File: config.mk
export PLATFORM = sky130hd
export DESIGN_NAME = simd_exception_check
export DESIGN_NICKNAME = d
export VERILOG_FILES = /design/src/simd_check_pkg.sv /design/src/simd_exception_check.sv
export VERILOG_INCLUDE_DIRS = /design/src
export SDC_FILE = /design/constraint.sdc
export NUM_CORES = 1
export LEC_CHECK = 0
export BUFFER_PORTS_ARGS = -buffer_cell sky130_fd_sc_hd__clkbuf_2
export CORE_MARGIN = 3
export CORE_UTILIZATION = 41
export DETAILED_ROUTE_END_ITERATION = 10
export GPL_TIMING_DRIVEN = 0
export PLACE_DENSITY_LB_ADDON = 0.05
export SLEW_MARGIN = 10
export SYNTH_ARGS = -nofsm -noshare
export SYNTH_HDL_FRONTEND = slang
export SYNTH_SLANG_ARGS = --single-unit
export TNS_END_PERCENT = 1
File: constraint.sdc
create_clock -name clk -period 12.2 [get_ports clk]
set_input_delay 1.83 -clock clk [delete_from_list [all_inputs] [get_ports clk]]
set_output_delay 1.83 -clock clk [all_outputs]
set_load 0.005 [all_outputs]
File: src/simd_check_defines.svh
// Offsets, field positions, reset values, legacy limit and alignment mask of the exception checker
`ifndef SIMD_CHECK_DEFINES_SVH
`define SIMD_CHECK_DEFINES_SVH

`define OFS_CTRL_ZERO 8'h00
`define OFS_CTRL_FOUR 8'h04
`define OFS_STATUS 8'h08
`define OFS_MASK 8'h0c
`define OFS_RESULT 8'h10

`define BIT_COPROC_ABSENT 2
`define BIT_TASK_SWITCHED 3
`define BIT_OS_EXT_STATE 9
`define BIT_OS_SIMD_FAULT 10

`define RST_CTRL_ZERO 32'h0000_0000
`define RST_CTRL_FOUR 32'h0000_0000
`define RST_STATUS 16'h0000
`define RST_MASK 16'h0000

`define LEGACY_LIMIT 33'h0_0000_ffff
`define WIDE_ALIGN_MASK 32'h0000_000f

`endif

File: src/simd_check_pkg.sv
// Types shared by the exception checker and its users
package simd_check_pkg;

    typedef enum logic [1:0] {
        MODE_REAL = 2'b00,
        MODE_V86 = 2'b01,
        MODE_PROT = 2'b10,
        MODE_LONG = 2'b11
    } cpu_mode_e;

    typedef enum logic [1:0] {
        CLS_FP_ALIGN = 2'b00,
        CLS_XMM_FP = 2'b01,
        CLS_XMM_NOFP = 2'b10
    } insn_class_e;

    typedef enum logic [3:0] {
        EXC_NONE = 4'b0000,
        EXC_PRIOR_TRAP = 4'b0001,
        EXC_EXT_INTR = 4'b0010,
        EXC_FETCH = 4'b0011,
        EXC_INVALID_OPCODE = 4'b0100,
        EXC_DEVICE_UNAVAIL = 4'b0101,
        EXC_X87_PENDING = 4'b0110,
        EXC_STACK = 4'b0111,
        EXC_GEN_PROT = 4'b1000,
        EXC_PAGE = 4'b1001,
        EXC_ALIGN_CHECK = 4'b1010,
        EXC_SIMD_FLOAT = 4'b1011
    } exc_kind_e;

    typedef struct packed {
        logic wb_ack;
        logic [31:0] wb_rdata;
        logic [31:0] ctrl_zero;
        logic [31:0] ctrl_four;
        logic [15:0] status;
        logic [15:0] mask;
        logic res_valid;
        exc_kind_e res_kind;
        logic [31:0] res_code;
    } check_state_s;

endpackage

File: src/simd_exception_check.sv
// Exception checker for legacy SIMD instructions on the multimedia registers
//
// The implementer's own choices: the Wishbone interface to the registers and the placing of the registers.
`timescale 1ns/100ps
`include "simd_check_defines.svh"

module simd_exception_check
    import simd_check_pkg::*;
#(
    parameter int ADDR_W = 8
)
(
    // Clock and reset
    input wire logic clk,
    input wire logic rst_n,
    // Wishbone register slave
    input wire logic wb_cyc,
    input wire logic wb_stb,
    input wire logic wb_we,
    input wire logic [ADDR_W-1:0] wb_adr,
    input wire logic [3:0] wb_sel,
    input wire logic [31:0] wb_dat_w,
    output logic [31:0] wb_dat_r,
    output logic wb_ack,
    // Category sources ahead of execution
    input wire logic prior_trap,
    input wire logic ext_intr,
    input wire logic fetch_fault,
    // Check request from decode and execute
    input wire logic chk_valid,
    input wire logic [1:0] chk_mode,
    input wire logic [1:0] chk_class,
    input wire logic chk_lock_prefix,
    input wire logic chk_features_ok,
    input wire logic chk_x87_pending,
    input wire logic chk_simd_unmasked,
    input wire logic [1:0] chk_cpl,
    input wire logic chk_align_enabled,
    // Memory operand properties
    input wire logic mem_present,
    input wire logic [31:0] mem_addr,
    input wire logic [4:0] mem_size,
    input wire logic mem_ss_ref,
    input wire logic mem_seg_illegal,
    input wire logic mem_noncanonical,
    input wire logic xlate_fail,
    input wire logic [31:0] xlate_code,
    // Result
    output logic exc_valid,
    output exc_kind_e exc_kind,
    output logic [31:0] exc_error_code,
    // Interrupt
    output logic irq
);

    // ****************************************
    // Helpers
    // ****************************************

    // Byte-lane merge for register writes
    function automatic logic [31:0] lane_merge(
        input logic [31:0] old_v,
        input logic [31:0] new_v,
        input logic [3:0] sel
    );
        logic [31:0] res;
        res = old_v;
        for (int i = 0; i < 4; i++)
        begin
            if (sel[i])
            begin
                res[8*i +: 8] = new_v[8*i +: 8];
            end
        end
        return res;
    endfunction

    // True when the address is not a multiple of the operand size
    function automatic logic misaligned(
        input logic [31:0] addr,
        input logic [4:0] size
    );
        logic [31:0] lowmask;
        lowmask = {27'h0, size} - 32'h0000_0001;
        return (size != 5'h00) && ((addr & lowmask) != 32'h0000_0000);
    endfunction

    // One-hot status bit for an exception kind
    function automatic logic [15:0] kind_bit(input exc_kind_e k);
        logic [15:0] b;
        b = 16'h0000;
        if (k != EXC_NONE)
        begin
            b[k] = 1'b1;
        end
        return b;
    endfunction

    // ****************************************
    // State
    // ****************************************

    check_state_s s_q;
    check_state_s s_d;

    // ****************************************
    // Condition decode
    // ****************************************

    cpu_mode_e mode;
    insn_class_e cls;
    logic has_fp;
    logic coproc_absent;
    logic task_switched;
    logic ext_state_ok;
    logic simd_fault_ok;
    logic [32:0] last_byte;
    logic undef_hit;
    logic unavail_hit;
    logic x87_hit;
    logic ss_hit;
    logic prot_hit;
    logic page_hit;
    logic align_hit;
    logic simd_hit;
    exc_kind_e pick;
    logic [31:0] pick_code;

    always_comb
    begin
        mode = cpu_mode_e'(chk_mode);
        cls = insn_class_e'(chk_class);
        coproc_absent = s_q.ctrl_zero[`BIT_COPROC_ABSENT];
        task_switched = s_q.ctrl_zero[`BIT_TASK_SWITCHED];
        ext_state_ok = s_q.ctrl_four[`BIT_OS_EXT_STATE];
        simd_fault_ok = s_q.ctrl_four[`BIT_OS_SIMD_FAULT];
        // The class without float exceptions ignores the unmasked SIMD float fault; the x87 pending check still applies to it
        has_fp = (cls != CLS_XMM_NOFP);
        last_byte = {1'b0, mem_addr} + {28'h0, mem_size} - 33'h0_0000_0001;

        undef_hit = coproc_absent
            || !ext_state_ok
            || chk_lock_prefix
            || !chk_features_ok
            || (has_fp && chk_simd_unmasked && !simd_fault_ok);
        unavail_hit = task_switched;
        x87_hit = chk_x87_pending;

        ss_hit = 1'b0;
        prot_hit = 1'b0;
        page_hit = 1'b0;
        align_hit = 1'b0;
        if (mem_present)
        begin
            unique case (mode)
                MODE_PROT:
                begin
                    ss_hit = mem_ss_ref && mem_seg_illegal;
                    prot_hit = !mem_ss_ref && mem_seg_illegal;
                end
                MODE_LONG:
                begin
                    ss_hit = mem_ss_ref && mem_noncanonical;
                    prot_hit = !mem_ss_ref && mem_noncanonical;
                end
                MODE_REAL, MODE_V86:
                begin
                    prot_hit = (last_byte > `LEGACY_LIMIT);
                end
            endcase
            if (cls == CLS_FP_ALIGN && (mem_addr & `WIDE_ALIGN_MASK) != 32'h0000_0000)
            begin
                prot_hit = 1'b1;
            end
            page_hit = (mode != MODE_REAL) && xlate_fail;
            align_hit = (cls != CLS_FP_ALIGN) && (mode != MODE_REAL) && chk_align_enabled
                && (chk_cpl == 2'b11) && misaligned(mem_addr, mem_size);
        end
        simd_hit = has_fp && chk_simd_unmasked && simd_fault_ok;

        // Categories strictly by rank, then a fixed order inside execution
        pick = EXC_NONE;
        pick_code = 32'h0000_0000;
        if (prior_trap)
        begin
            pick = EXC_PRIOR_TRAP;
        end
        else if (ext_intr)
        begin
            pick = EXC_EXT_INTR;
        end
        else if (fetch_fault)
        begin
            pick = EXC_FETCH;
        end
        else if (chk_valid)
        begin
            if (undef_hit)
            begin
                pick = EXC_INVALID_OPCODE;
            end
            else if (unavail_hit)
            begin
                pick = EXC_DEVICE_UNAVAIL;
            end
            else if (x87_hit)
            begin
                pick = EXC_X87_PENDING;
            end
            else if (ss_hit)
            begin
                pick = EXC_STACK;
            end
            else if (prot_hit)
            begin
                pick = EXC_GEN_PROT;
            end
            else if (page_hit)
            begin
                pick = EXC_PAGE;
                pick_code = xlate_code;
            end
            else if (align_hit)
            begin
                pick = EXC_ALIGN_CHECK;
            end
            else if (simd_hit)
            begin
                pick = EXC_SIMD_FLOAT;
            end
        end
    end

    // ****************************************
    // Next state
    // ****************************************

    logic bus_req;
    logic bus_wr;
    logic [15:0] clr_bits;
    logic [15:0] set_bits;
    logic [31:0] clr_wide;
    logic [31:0] mask_wide;

    always_comb
    begin
        s_d = s_q;
        clr_wide = lane_merge(32'h0000_0000, wb_dat_w, wb_sel);
        mask_wide = lane_merge({16'h0000, s_q.mask}, wb_dat_w, wb_sel);
        bus_req = wb_cyc && wb_stb && !s_q.wb_ack;
        bus_wr = bus_req && wb_we;
        clr_bits = 16'h0000;
        set_bits = kind_bit(pick);

        // Single-wait slave: ack one cycle after the strobe, dropped next cycle
        s_d.wb_ack = bus_req;
        if (bus_req && !wb_we)
        begin
            unique case (wb_adr)
                `OFS_CTRL_ZERO: s_d.wb_rdata = s_q.ctrl_zero;
                `OFS_CTRL_FOUR: s_d.wb_rdata = s_q.ctrl_four;
                `OFS_STATUS: s_d.wb_rdata = {16'h0000, s_q.status};
                `OFS_MASK: s_d.wb_rdata = {16'h0000, s_q.mask};
                `OFS_RESULT: s_d.wb_rdata = {s_q.res_code[23:0], 3'b000, s_q.res_valid, s_q.res_kind};
                default: s_d.wb_rdata = 32'h0000_0000;
            endcase
        end
        if (bus_wr)
        begin
            unique case (wb_adr)
                `OFS_CTRL_ZERO: s_d.ctrl_zero = lane_merge(s_q.ctrl_zero, wb_dat_w, wb_sel);
                `OFS_CTRL_FOUR: s_d.ctrl_four = lane_merge(s_q.ctrl_four, wb_dat_w, wb_sel);
                `OFS_STATUS: clr_bits = clr_wide[15:0];
                `OFS_MASK: s_d.mask = mask_wide[15:0];
                default:
                begin
                end
            endcase
        end

        // A new event wins over a write-one clear in the same cycle
        s_d.status = (s_q.status & ~clr_bits) | set_bits;

        s_d.res_valid = (pick != EXC_NONE);
        if (pick != EXC_NONE)
        begin
            s_d.res_kind = pick;
            s_d.res_code = pick_code;
        end
    end

    always_ff @(posedge clk)
    begin
        if (!rst_n)
        begin
            s_q.wb_ack <= 1'b0;
            s_q.wb_rdata <= 32'h0000_0000;
            s_q.ctrl_zero <= `RST_CTRL_ZERO;
            s_q.ctrl_four <= `RST_CTRL_FOUR;
            s_q.status <= `RST_STATUS;
            s_q.mask <= `RST_MASK;
            s_q.res_valid <= 1'b0;
            s_q.res_kind <= EXC_NONE;
            s_q.res_code <= 32'h0000_0000;
        end
        else
        begin
            s_q <= s_d;
        end
    end

    // ****************************************
    // Outputs
    // ****************************************

    assign wb_ack = s_q.wb_ack;
    assign wb_dat_r = s_q.wb_rdata;
    assign exc_valid = s_q.res_valid;
    assign exc_kind = s_q.res_kind;
    assign exc_error_code = s_q.res_code;
    assign irq = |(s_q.status & s_q.mask);

endmodule // simd_exception_check

; ---- Word-level counts from Yosys, hierarchy flattened
; Index checks and enable logic that the tools add are counted.
[word_totals]
regBits = 166
output_inout_bits = 71
[classes]
addsub = 3
eq_ne = 9
n_lt_le_gt_ge = 3
n_bitwise = 5
n_mux = 37
reduce_logical = 50
[ops]
columns = operator, count
row1 = 32-bit 2-to-1 mux, 10
row2 = 32-bit one-hot mux with 5 select lines, 1
row3 = 32-bit nonzero test, 2
row4 = 16-bit 2-to-1 mux, 3
row5 = 4-bit 2-to-1 mux, 12
row6 = 32-bit by 5-bit adder with 33-bit output, 1
row7 = "33-bit by 16-bit > comparator with 1-bit output, second input constant", 1
row8 = "33-bit by 1-bit subtractor with 33-bit output, second input constant", 1
row9 = 16-bit bitwise AND, 2
row10 = 32-bit bitwise AND, 1
row11 = 3-bit AND reduction, 10
row12 = 1-bit logical AND, 19
row13 = "8-bit by 4-bit == test with 1-bit output, second input constant", 2
row14 = 8-bit 2-to-1 mux, 2
row15 = 16-bit NOT, 1
row16 = 16-bit OR, 1
row17 = 16-bit OR reduction, 1
row18 = "8-bit by 3-bit == test with 1-bit output, second input constant", 1
row19 = "8-bit by 5-bit == test with 1-bit output, second input constant", 1
row20 = 8-bit zero test, 1
row21 = "2-bit == test, second input constant", 3
row22 = 1-bit zero test, 6
row23 = 1-bit 2-to-1 mux, 6
row24 = "5-bit by 1-bit subtractor with 6-bit output, second input constant", 1
row25 = 13 further kinds, 18

; ---- Logic depth before layout (Yosys ltp)
; Gate-level depths: netlist (run 1).
[depth]
word_depth = 23
depth_mapped = 18
depth_no_buf = 16

; ---- Least setup slack after synthesis (run 1)
; Ideal clock, no wire load.
[synth_path]
path_kind = input -> register
from = input mem_size[1]
to = register s_q (netlist bit exc_error_code[10])
arrival_time_ns = 4.982
cell_stages = 18
slack_ns = 7.102
required_ns = 12.083
path_cell_list = inv_1 > ha_1 > inv_1 > ha_1 > fa_1 > nand3_1 > nand3_1 > nand3_1 > nand4_2 > mux2_4 > nor4_2 > nand4_1 > or3b_1 > buf_6 > o211ai_4 > nor4b_4 > buf_6 > a22o_1
[synth_via]
elab_chain_len = 18
elab_cells_between_ends = 34
cone_classes = add/sub: 3 / order compare: 1 / mux: 24 / bitwise: 1 / reduce/logical: 5
[synth_lines]
columns = item, line
row1 = "start, declared", simd_exception_check.sv:42  ; input wire logic [4:0] mem_size,
row2 = branches (longest 18 deep; another with 32-bit by 5-bit adder with 33-bit output), --
row3 = "end, declared", simd_exception_check.sv:103  ; check_state_s s_q;
; Several ways; the timed one is not identified.
; A chain may end at the register's enable or synchronous reset.

; ---- Worst setup path after layout (run 1)
[layout_path]
from = input mem_addr[1]
to = register s_q (netlist bit exc_error_code[17])
[layout_via]
elab_chain_len = 17
elab_cells_between_ends = 34
cone_classes = add/sub: 2 / order compare: 1 / mux: 24 / bitwise: 1 / reduce/logical: 6
[layout_lines]
columns = item, line
row1 = "start, declared", simd_exception_check.sv:41  ; input wire logic [31:0] mem_addr,
row2 = branches (longest 17 deep; another with 32-bit by 5-bit adder with 33-bit output), --
; Several ways; the timed one is not identified.

==> parameters.txt, run 1 <==
Parameter                              Value

Yosys
  Post-synth top area share    33.36%
  Async SR Flop Fraction    0%
  Largest cells by area after synthesis    dfxtp_1 (33%), mux2i_1 (13%), nor2_1 (6.1%), buf_4 (5.4%), ha_1 (4.8%)
  Cell taking the most area after synthesis    dfxtp_1
  EDFF count, synth    0
  Dominant cell by count in the synthesized netlist    dfxtp_1
  Distinct cell type count after synthesis    78
  Netlist area before placement    9961 um^2
  Cells after synthesis    1179
  Sequential fraction of the synthesis area    33.36%
  Number of warnings issued by yosys    0
  Total of flip-flops plus latches after synthesis    166
  Per-instance average area after synthesis    8.449 um^2
  Dominant synthesized flop cell    dfxtp_1
  Synthesized net count    1356
  Most used standard cells in the synthesized netlist    dfxtp_1 (166), nor2_1 (162), mux2i_1 (128), nand2_1 (100), buf_4 (71)

Die
  Horiz. Die Dim    161.9 um
  I/O pin count    209
  Total core area    23680 um^2
  Row count    56
  DIE AREA    26200 um^2
  Die outline height    161.9 um
  Effective utilization at floorplan    42.06%

STA
  Layout Skew    13.84 ps
  Fmax    177.7 MHz
  Minimum hold slack    454.2 ps
  Number of setup violations in the final report    0
  Fraction of the cycle the final worst path needs    46.14%
  Transition time at the pin with the least slew margin    991.3 ps
  Total Neg Setup Slack    0 ps
  Worst slew margin    33.31%
  Period minus WS final    5629 ps
  RSZ-0062 raised after global routing    false
  Final hold viol count    0
  Final Max Slew Viols    0

Worst setup path
  Worst R2R Setup Slack    9330 ps
  Type of element capturing the critical path    flop
  Critical path fanouts, max    10
  Critical setup path kind    in -> reg
  Worst EP arrival    6010 ps
  Worst path required time    12580 ps
  Origin of the critical flop-to-flop path    ext_state_ok$_SDFFE_PN0P_
  Critical R2R Capture    exc_error_code[17]$_SDFFE_PN0P_
  Worst Reg2Reg Path Length in Cells    7
  Kind of launch point of the worst setup path    primary input

Pwr
  PD cells    107.8 nW/um^2
  Peak supply drop    0.07803 mV
  Leakage power    5.327 nW
  Final Total Pwr    1.303 mW

CTS
  Post-CTS setup buffer count    0
  Clock slew at reported path FFs    70 ps
  Buffer levels on the longest clock path    2
  Number of sinks driven by the clock tree    166
  Number of H-tree levels    4
  Count of hold buffers inserted by post-cts repair    0
  Insertion delay of the later-clocked pin in the worst-skew pair    430 ps
  Buffer cell driving the clock tree root    clkbuf_16
  CTS Buf Count    17
  TritonCTS clock tree    done
  Post-cts gate resize count    0

Placement
  Count of port buffers added during placement    205
  DP HPWL    24.50 mm
  Dpl cells    1710
  Placed Instance Area    11480 um^2
  Final weighted congestion in routability-driven placement    0.8775

Cells and area
  Share of cells above drive strength 1    26.21%
  Final design area excluding fillers    12080 um^2
  Filler cells    2448
  Final instance count without filler cells    1742
  P&R area growth vs syn    21.27%
  Number of nets in the final layout    1587
  Number of antenna repair diodes    0

Global route
  All-Layer GR Usage    22.78%
  Global-route wire length before repair    47.60 mm
  Vias in the first global route    8854
  Total congestion overflow after global routing    0
  Initial antenna violation count    0
  Maximum number of pins on one net before global-route repair    17

Route
  Post-detailed-routing wire length    30.89 mm
  Wire per inst    17.73 um
  Average via count per standard cell    5.315
  Drt first pass iters    5
  Post-route DRC    0
  Vias    9258
  Iteration-0 DRC Markers    543
  Antenna-violating nets left    0

Flow run
  Max capacitance violation total    0

Min path
  Type of the most critical hold path    reg -> reg
  Worst min-delay path endpoint    s_q[66]$_SDFF_PN0_
  Start point of the worst min-delay path    s_q[66]$_SDFF_PN0_
  WHS Path Cells    2

Run status
  Outcome    complete, no violations
state kept, by name, indices dropped and copies added, names as in the netlist:
| register | count |
|---|---|
| exc_kind | 4 |
| wb_ack | 1 |
| exc_valid | 1 |
| exc_error_code | 32 |
| ext_state_ok | 1 |
| wb_dat_r | 32 |
| s_q | 94 |
| coproc_absent | 1 |
worst max-delay path: stages:
cell	delay [ps]
clkbuf_2	110
inv_1	50
ha_1	270
inv_1	40
ha_1	220
fa_1	370
nand3_1	130
nand3_1	150
nand3_1	140
nand4_2	160
a211o_1	360
a311oi_1	290
nand4_1	140
or3b_1	420
buf_6	160
a21oi_2	360
clkbuf_1	570
a22o_1	230
power by group:
| part | leakage (nW) | total [mW] | internal, mW | switching, mW |
|---|---|---|---|---|
| sequential | 1.34 | 0.548 | 0.545 | 0.00294 |
| combinational | 3.70 | 0.208 | 0.0804 | 0.128 |
| clock | 0.290 | 0.547 | 0.308 | 0.239 |
| total | 5.33 | 1.30 | 0.934 | 0.369 |
cells by family after synthesis:
group                      Yosys count  share of synthesized area (%)
DFF                                166                          33.36
xor gates and xnor gates            17                          1.495
and+or+nand+nor                    385                          17.69
muxes                              129                          13.01
buffers and inverters              188                          10.49
adders and majority gates           39                          4.974
AOI/OAI and AO/OA                  255                          18.98
through the flow:
stage                     setup slack (ps)  util (%)
final                                 6571     51.00
after global routing                  6362     51.00
after CTS                             6537     51.00
after detailed placement              6090     48.49
after global placement                6172     48.08
after floorplan                       7102         -
cell type report:
cell class              count  area (um^2)  share of cell area, %
well taps                 319        399.1                  3.304
clock buffers              18        429.2                  3.553
clock inverters            14        165.2                  1.367
multi-input cells         825         5639                  46.69
flip-flops and latches    166         3323                  27.51
repair buffers            212         1079                  8.929
plain buffers             126        812.0                  6.723
inverters                  62        232.7                  1.927
metal layers:
layer | vias to the layer above | track usage, % | share of wire, %
met5 | - | 0 | 0
met4 | 0 | 5.584 | 1.7
met3 | 26 | 3.239 | 4.7
met2 | 261 | 39.64 | 48
met1 | 4352 | 29.85 | 45
li1 | 4619 | - | -
layout by cell type, fill, tap and decap left out, drive strengths merged, types with 39 or more instances in the layout:
master  count
clkbuf    257
buf        99
o21ai      55
mux2i     128
nand2     101
a21oi      58
nor3       39
nor2      162
inv        68
dfxtp     166
worst max path at each step:
| stage | start | end | slack, ps |
|---|---|---|---|
| final | mem_addr[1] | exc_error_code[17]$_SDFFE_PN0P_ | 6570 |
| after global routing | mem_addr[1] | exc_error_code[20]$_SDFFE_PN0P_ | 6360 |
| after CTS | mem_addr[1] | exc_error_code[17]$_SDFFE_PN0P_ | 6540 |
| after detailed placement | mem_addr[1] | exc_error_code[17]$_SDFFE_PN0P_ | 6090 |
| after global placement | mem_size[1] | exc_error_code[12]$_SDFFE_PN0P_ | 6170 |
| after floorplan | mem_size[1] | exc_error_code[10]$_SDFFE_PN0P_ | 7100 |
Power figures use the tool's default switching activity.
==> run 2: changes to the inputs <==
Settings changed: ABC_AREA set to 1.
Clock period 12.2 ns to 5.6 ns, I/O delays scaled along.
==> run 2 against run 1 <==
Effect of this change: sequential cell count unchanged; critical path depth increased by 8; sequential power increased by 120%; setup slack got worse by 5100 ps; global-route usage increased by 1.5 points; synthesized cell count increased by 37%; power increased by 120%; combinational power increased by 110%; sequential share of layout area decreased by 0.57 points; largest cell class unchanged; highest routed layer unchanged.
==> parameters.txt, run 2 <==
Parameter                              Value

Yosys
  Most used standard cells in the synthesized netlist    nand2_1 (409), inv_1 (232), nor2_1 (168), dfxtp_1 (166), nand3_1 (134)
  Netlist area before placement    10280 um^2
  Synthesized net count    1793
  Distinct cell type count after synthesis    43
  Total of flip-flops plus latches after synthesis    166
  Dominant cell by count in the synthesized netlist    nand2_1
  Per-instance average area after synthesis    6.359 um^2
  Cell taking the most area after synthesis    dfxtp_1
  Fraction of synthesized cell area in xor and xnor cells    0.08523%
  Largest cells by area after synthesis    dfxtp_1 (32%), nand2_1 (15%), inv_1 (8.5%), nand3_1 (6.5%), nor2_1 (6.1%)
  Number of warnings issued by yosys    0
  Sequential fraction of the synthesis area    32.34%
  Fraction of the mapped netlist area in simple logic gates    31.45%
  Fraction of synthesized area in multiplexers    0%
  Adder and majority gate portion of the synthesized area    4.822%
  Area fraction in compound gates after synthesis    15.39%
  EDFF count, synth    0
  Post-synth top area share    32.34%
  Dominant synthesized flop cell    dfxtp_1
  Largest family of logic cells by synthesized area    simple AND/OR/NAND/NOR gates
  Async SR Flop Fraction    0%
  Cells after synthesis    1616

Route
  Post-detailed-routing wire length    32.92 mm
  Wire per inst    15.11 um
  Post-route DRC    0
  Antenna-violating nets left    0
  Vias    10.81k
  Drt first pass iters    5
  Average via count per standard cell    4.959
  Iteration-0 DRC Markers    743

Pwr
  Clk pwr share    43.3%
  Reg power frac    41.6%
  Leakage power    6.406 nW
  Peak supply drop    0.1696 mV
  Combinational cell fraction of total power    15.1%
  Power Internal    2.062 mW
  Sw power    0.8100 mW
  Sw frac    28.20%
  PD cells    232.8 nW/um^2

STA
  Final Max Slew Viols    0
  Layout Skew    11.36 ps
  Fraction of the cycle the final worst path needs    73.26%
  Period minus WS final    4102 ps
  Fmax    243.8 MHz
  Number of setup violations in the final report    0
  Transition time at the pin with the least slew margin    813.5 ps
  Minimum hold slack    458.5 ps
  RSZ-0062 raised after global routing    false
  Final hold viol count    0
  Worst slew margin    45.57%
  Total Neg Setup Slack    0 ps

Worst setup path
  Critical Path Max Stage Delay    410 ps
  Critical setup path kind    in -> reg
  Worst EP arrival    4470 ps
  Worst Reg2Reg Path Length in Cells    8
  Cell at the slowest stage of the critical path    fa_1
  Instance count on the critical path    26
  Worst R2R Setup Slack    3420 ps
  Count of buffer and inverter cells on the critical path    4
  Worst path required time    5970 ps
  CP top delay family    simple AND/OR/NAND/NOR gates
  Critical path fanouts, max    10
  Type of element capturing the critical path    flop
  Most numerous cell on the critical path    nand2_1
  Kind of launch point of the worst setup path    primary input

Die
  Total core area    24460 um^2
  Horiz. Die Dim    164.3 um
  I/O pin count    209
  Die outline height    164.3 um
  Row count    57
  Effective utilization at floorplan    42.01%
  DIE AREA    27000 um^2

Cells and area
  Share of cells above drive strength 1    17.80%
  P&R area growth vs syn    20.05%
  Filler cells    2660
  Most frequent cells in the layout    nand2_1 (409), inv_1 (232), clkbuf_2 (207)
  Register name with the most flops    s_q
  Max reg flops    94
  Most common cell after layout, fill and taps aside    nand2_1
  Number of nets in the final layout    2019

Placement
  Final weighted congestion in routability-driven placement    0.9000
  Count of port buffers added during placement    207
  DP HPWL    26.29 mm

Global route
  All-Layer GR Usage    24.25%
  Initial antenna violation count    0
  Global-route wire length before repair    51.09 mm
  Total congestion overflow after global routing    0
  Vias in the first global route    10.10k
  Maximum number of pins on one net before global-route repair    17

Min path
  WHS Path Cells    2
  Type of the most critical hold path    reg -> reg

CTS
  TritonCTS clock tree    done
  Count of hold buffers inserted by post-cts repair    0
  Number of sinks driven by the clock tree    166
  Buffer cell driving the clock tree root    clkbuf_16
  Clock slew at reported path FFs    70 ps
  Insertion delay of the later-clocked pin in the worst-skew pair    430 ps
  Post-CTS setup buffer count    0
  Number of H-tree levels    4
  Post-cts gate resize count    0
  Buffer levels on the longest clock path    2
  CTS Buf Count    17

Run status
  Outcome    complete, no violations

Flow run
  Max capacitance violation total    0
[run 2: cell types whose count changed in the layout (fill, tap and decap cells not counted), sizes merged, moves of 11 or more]
| cell | previous run | this run |
|---|---|---|
| mux2i | 128 | 0 |
| o21ai | 55 | 107 |
| clkbuf | 257 | 269 |
| o221ai | 14 | 0 |
| inv | 68 | 242 |
| nor3 | 39 | 12 |
| nand2 | 101 | 413 |
| buf | 99 | 78 |
| nand3 | 13 | 135 |
| a22oi | 24 | 13 |
| nor2 | 162 | 173 |
| a21oi | 58 | 117 |
| a22o | 37 | 4 |
[run 2: worst paths after layout]
check,from,end
worst max-delay path,mem_size[1],exc_error_code[22]$_SDFFE_PN0P_
worst min-delay path,s_q[91]$_SDFFE_PN0P_,s_q[91]$_SDFFE_PN0P_
worst max register to register,s_q[79]$_SDFFE_PN0P_,exc_error_code[28]$_SDFFE_PN0P_
worst min register to register,s_q[91]$_SDFFE_PN0P_,s_q[91]$_SDFFE_PN0P_
[run 2: kinds of logic after synthesis]
| logic type | Yosys count |
|---|---|
| AND/OR/NAND/NOR | 770 |
| flip-flops | 166 |
| XOR/XNOR | 1 |
| AO/OA/AOI/OAI | 280 |
| adder cells (fa/ha/maj) | 39 |
| buffers and inverters | 360 |
[run 2: worst reg2reg max path, cell delays in order (launching register included)]
cell	delay [ps]
dfxtp_1	430
o2111ai_1	240
nor4_1	290
a21boi_2	370
nor2_2	100
nand4_2	220
buf_2	290
nand3_1	110
nand2_1	90
[run 2: through the flow]
stage / util (%) / instance area (um^2) / std cells / power (mW) / setup WS, ps
floorplan: - / 10280 / 1616 / 1.500 / 2009
global placement: 47.90 / 11720 / 2147 / 1.652 / 1030
detailed placement: 47.90 / 11720 / 2147 / 1.655 / 1026
CTS: 50.42 / 12330 / 2178 / 2.886 / 1467
global route: 50.42 / 12330 / 2178 / 2.999 / 1056
finish: 50.43 / 12340 / 2179 / 2.872 / 1498
[run 2: cell type report]
cell class,count,area (um^2),area share (%)
Buffer,123,745.7,6.045
Multi-Input combinational cell,1090,5318,43.10
Inverter,237,889.6,7.211
Clock buffer,17,425.4,3.448
Antenna cell,1,2.502,0.02028
Timing Repair Buffer,207,1036,8.398
Sequential cell,166,3323,26.94
Clock inverter,14,191.4,1.552
Tap cell,324,405.4,3.286
[run 2: layer usage]
| layer | up-vias | wire, um | global-route usage, % |
|---|---|---|---|
| li1 | 5597 | - | - |
| met1 | 4858 | 14840 | 31.97 |
| met2 | 303 | 15550 | 40.91 |
| met3 | 47 | 1694 | 3.405 |
| met4 | 0 | 838 | 7.728 |
| met5 | - | 0 | 0 |
[run 2: power by group through the flow]
stage | registers [mW] | clock network [mW] | logic (mW)
detailed placement | 1.22 | 0 | 0.433
global route | 1.19 | 1.31 | 0.497
CTS | 1.19 | 1.26 | 0.435
global placement | 1.22 | 0 | 0.431
finish | 1.19 | 1.24 | 0.435
floorplan | 1.22 | 0 | 0.281
==> run 3: changes to the inputs <==
Clock period 5.6 ns to 3.6 ns, I/O delays scaled along.
==> run 3 against run 2 <==
Effect of this change: sequential power increased by 56%; clock power is 56% higher; register-to-register slack got worse by 2000 ps; first-iteration DRC count is 2.2% higher; setup slack got worse by 1400 ps; global-route usage up 0.053 points; core utilization rose by 1.8 points; die area is the same; power up 58%; clock skew hardly changed; design area rose by 3.6%; critical endpoint is now exc_error_code[25]$_SDFFE_PN0P_; largest power group unchanged.
==> parameters.txt, run 3 (synthesis results as in run 2) <==
Parameter                              Value

Cells and area
  Register name with the most flops    s_q
  Most frequent cells in the layout    nand2_1 (392), inv_1 (224), clkbuf_2 (206)
  Final design area excluding fillers    12780 um^2
  Final instance count without filler cells    2193
  Max reg flops    94
  Most common cell after layout, fill and taps aside    nand2_1
  Number of nets in the final layout    2033
  Share of cells above drive strength 1    21.25%
  Fin util    52.25%
  P&R area growth vs syn    24.38%

CTS
  Buffer levels on the longest clock path    2
  Buffer cell driving the clock tree root    clkbuf_16
  Number of H-tree levels    4
  TritonCTS clock tree    done
  Number of sinks driven by the clock tree    166
  Count of hold buffers inserted by post-cts repair    0
  Clock slew at reported path FFs    70 ps
  Insertion delay of the later-clocked pin in the worst-skew pair    430 ps
  CTS Buf Count    17

Min path
  Start point of the worst min-delay path    wb_dat_w[28]
  Type of the most critical hold path    in -> reg

STA
  Final hold viol count    0
  Minimum hold slack    387.4 ps
  Transition time at the pin with the least slew margin    822.1 ps
  Layout Skew    11.50 ps
  RSZ-0062 raised after global routing    true
  Setup ws final    124.2 ps
  Number of setup violations in the final report    0
  Period minus WS final    3476 ps
  Final Max Slew Viols    0
  Worst slew margin    44.99%
  Fmax    287.7 MHz
  Fraction of the cycle the final worst path needs    96.55%
  Total Neg Setup Slack    0 ps

Route
  Wire per inst    15.52 um
  Post-detailed-routing wire length    34.03 mm
  Antenna-violating nets left    0
  Drt first pass iters    5
  Post-route DRC    0
  Average via count per standard cell    4.974
  Vias    10.91k
  Iteration-0 DRC Markers    759

Worst setup path
  Origin of the critical flop-to-flop path    wb_ack$_SDFF_PN0_
  Type of element capturing the critical path    flop
  Kind of launch point of the worst setup path    primary input
  Critical setup path kind    in -> reg
  Worst Setup SP    mem_size[1]
  Worst R2R Setup Slack    1390 ps
  Worst EP arrival    3800 ps
  Worst path required time    3930 ps
  Critical path fanouts, max    5

Pwr
  Final Total Pwr    4.552 mW
  Leakage power    6.539 nW
  Peak supply drop    0.2626 mV
  PD cells    356.1 nW/um^2

Placement
  Post-place setup slack    -674.3 ps
  DP HPWL    26.29 mm
  Dpl cells    2147
  Count of port buffers added during placement    207
  Placed Instance Area    11720 um^2
  Final weighted congestion in routability-driven placement    0.9000

Die
  Die outline height    164.3 um
  Total core area    24460 um^2
  Horiz. Die Dim    164.3 um
  DIE AREA    27000 um^2
  I/O pin count    209
  Effective utilization at floorplan    42.01%
  Row count    57

Global route
  All-Layer GR Usage    24.30%
  Initial antenna violation count    0
  Global-route track usage on met1    32.00%
  Global-route wire length before repair    51.22 mm
  Maximum number of pins on one net before global-route repair    17
  Total congestion overflow after global routing    0
  Met2 track demand over resource    41.06%
  GRT busiest layer    met2
  Met3 routing resource usage after global routing    3.405%
  Vias in the first global route    10.13k

Flow run
  Max capacitance violation total    0

Run status
  Outcome    complete, no violations
-- run 3: final cells by class --
type	instances	area (um^2)
Inverter	237	894.6
Clock buffer	17	425.4
Antenna cell	1	2.502
Tap cell	324	405.4
Fill cell	2616	11680
Clock inverter	14	191.4
Sequential cell	166	3323
Buffer	123	767.0
Multi-Input combinational cell	1091	5589
Timing Repair Buffer	220	1182
-- run 3: power by group --
part	switching [mW]	internal [mW]
logic	0.468	0.285
clock network	0.827	1.11
registers	0.00918	1.85
total	1.30	3.25
-- run 3: critical path, cell delays in order --
cell and delay (ps):
buf_8 80, inv_4 30, ha_4 250, inv_2 40
ha_4 160, fa_2 380, nand3_2 110, nand3_4 100
nand2_2 90, nand2_2 70, nand2_2 70, nand3_2 80
nand3b_1 130, nand2_1 60, nand2_1 70, nand2_2 50
nor2_2 100, nand3_2 120, nand2_1 90, nand2_1 60
nand2_2 130, a21boi_4 100, nor2_4 230, nand4_4 260
clkbuf_16 270, nand3_1 60, nand2_1 60
-- run 3: path summary, 6_finish.rpt --
path	end	cells after the start
hold / removal	s_q[129]$_SDFFE_PN0P_	3
setup / recovery	exc_error_code[25]$_SDFFE_PN0P_	27
hold reg to reg	s_q[91]$_SDFFE_PN0P_	2
setup reg to reg	s_q[114]$_SDFFE_PN0P_	8
-- run 3: per-layer routing --
layer / part of all wire (%) / vias up / wire, um
li1: - / 5624 / -
met1: 45 / 4954 / 15340
met2: 48 / 279 / 16250
met3: 4.5 / 51 / 1540
met4: 2.6 / 0 / 890
met5: 0 / - / 0
-- run 3: what timing repair did --
| action | 4_1_cts | 5_1_grt |
|---|---|---|
| setup endpoints to repair | 40 | 46 |
| cloned | 0 | 4 |
| resized for setup | 13 | 71 |
| setup buffers | 0 | 10 |
| pin swaps | 0 | 33 |
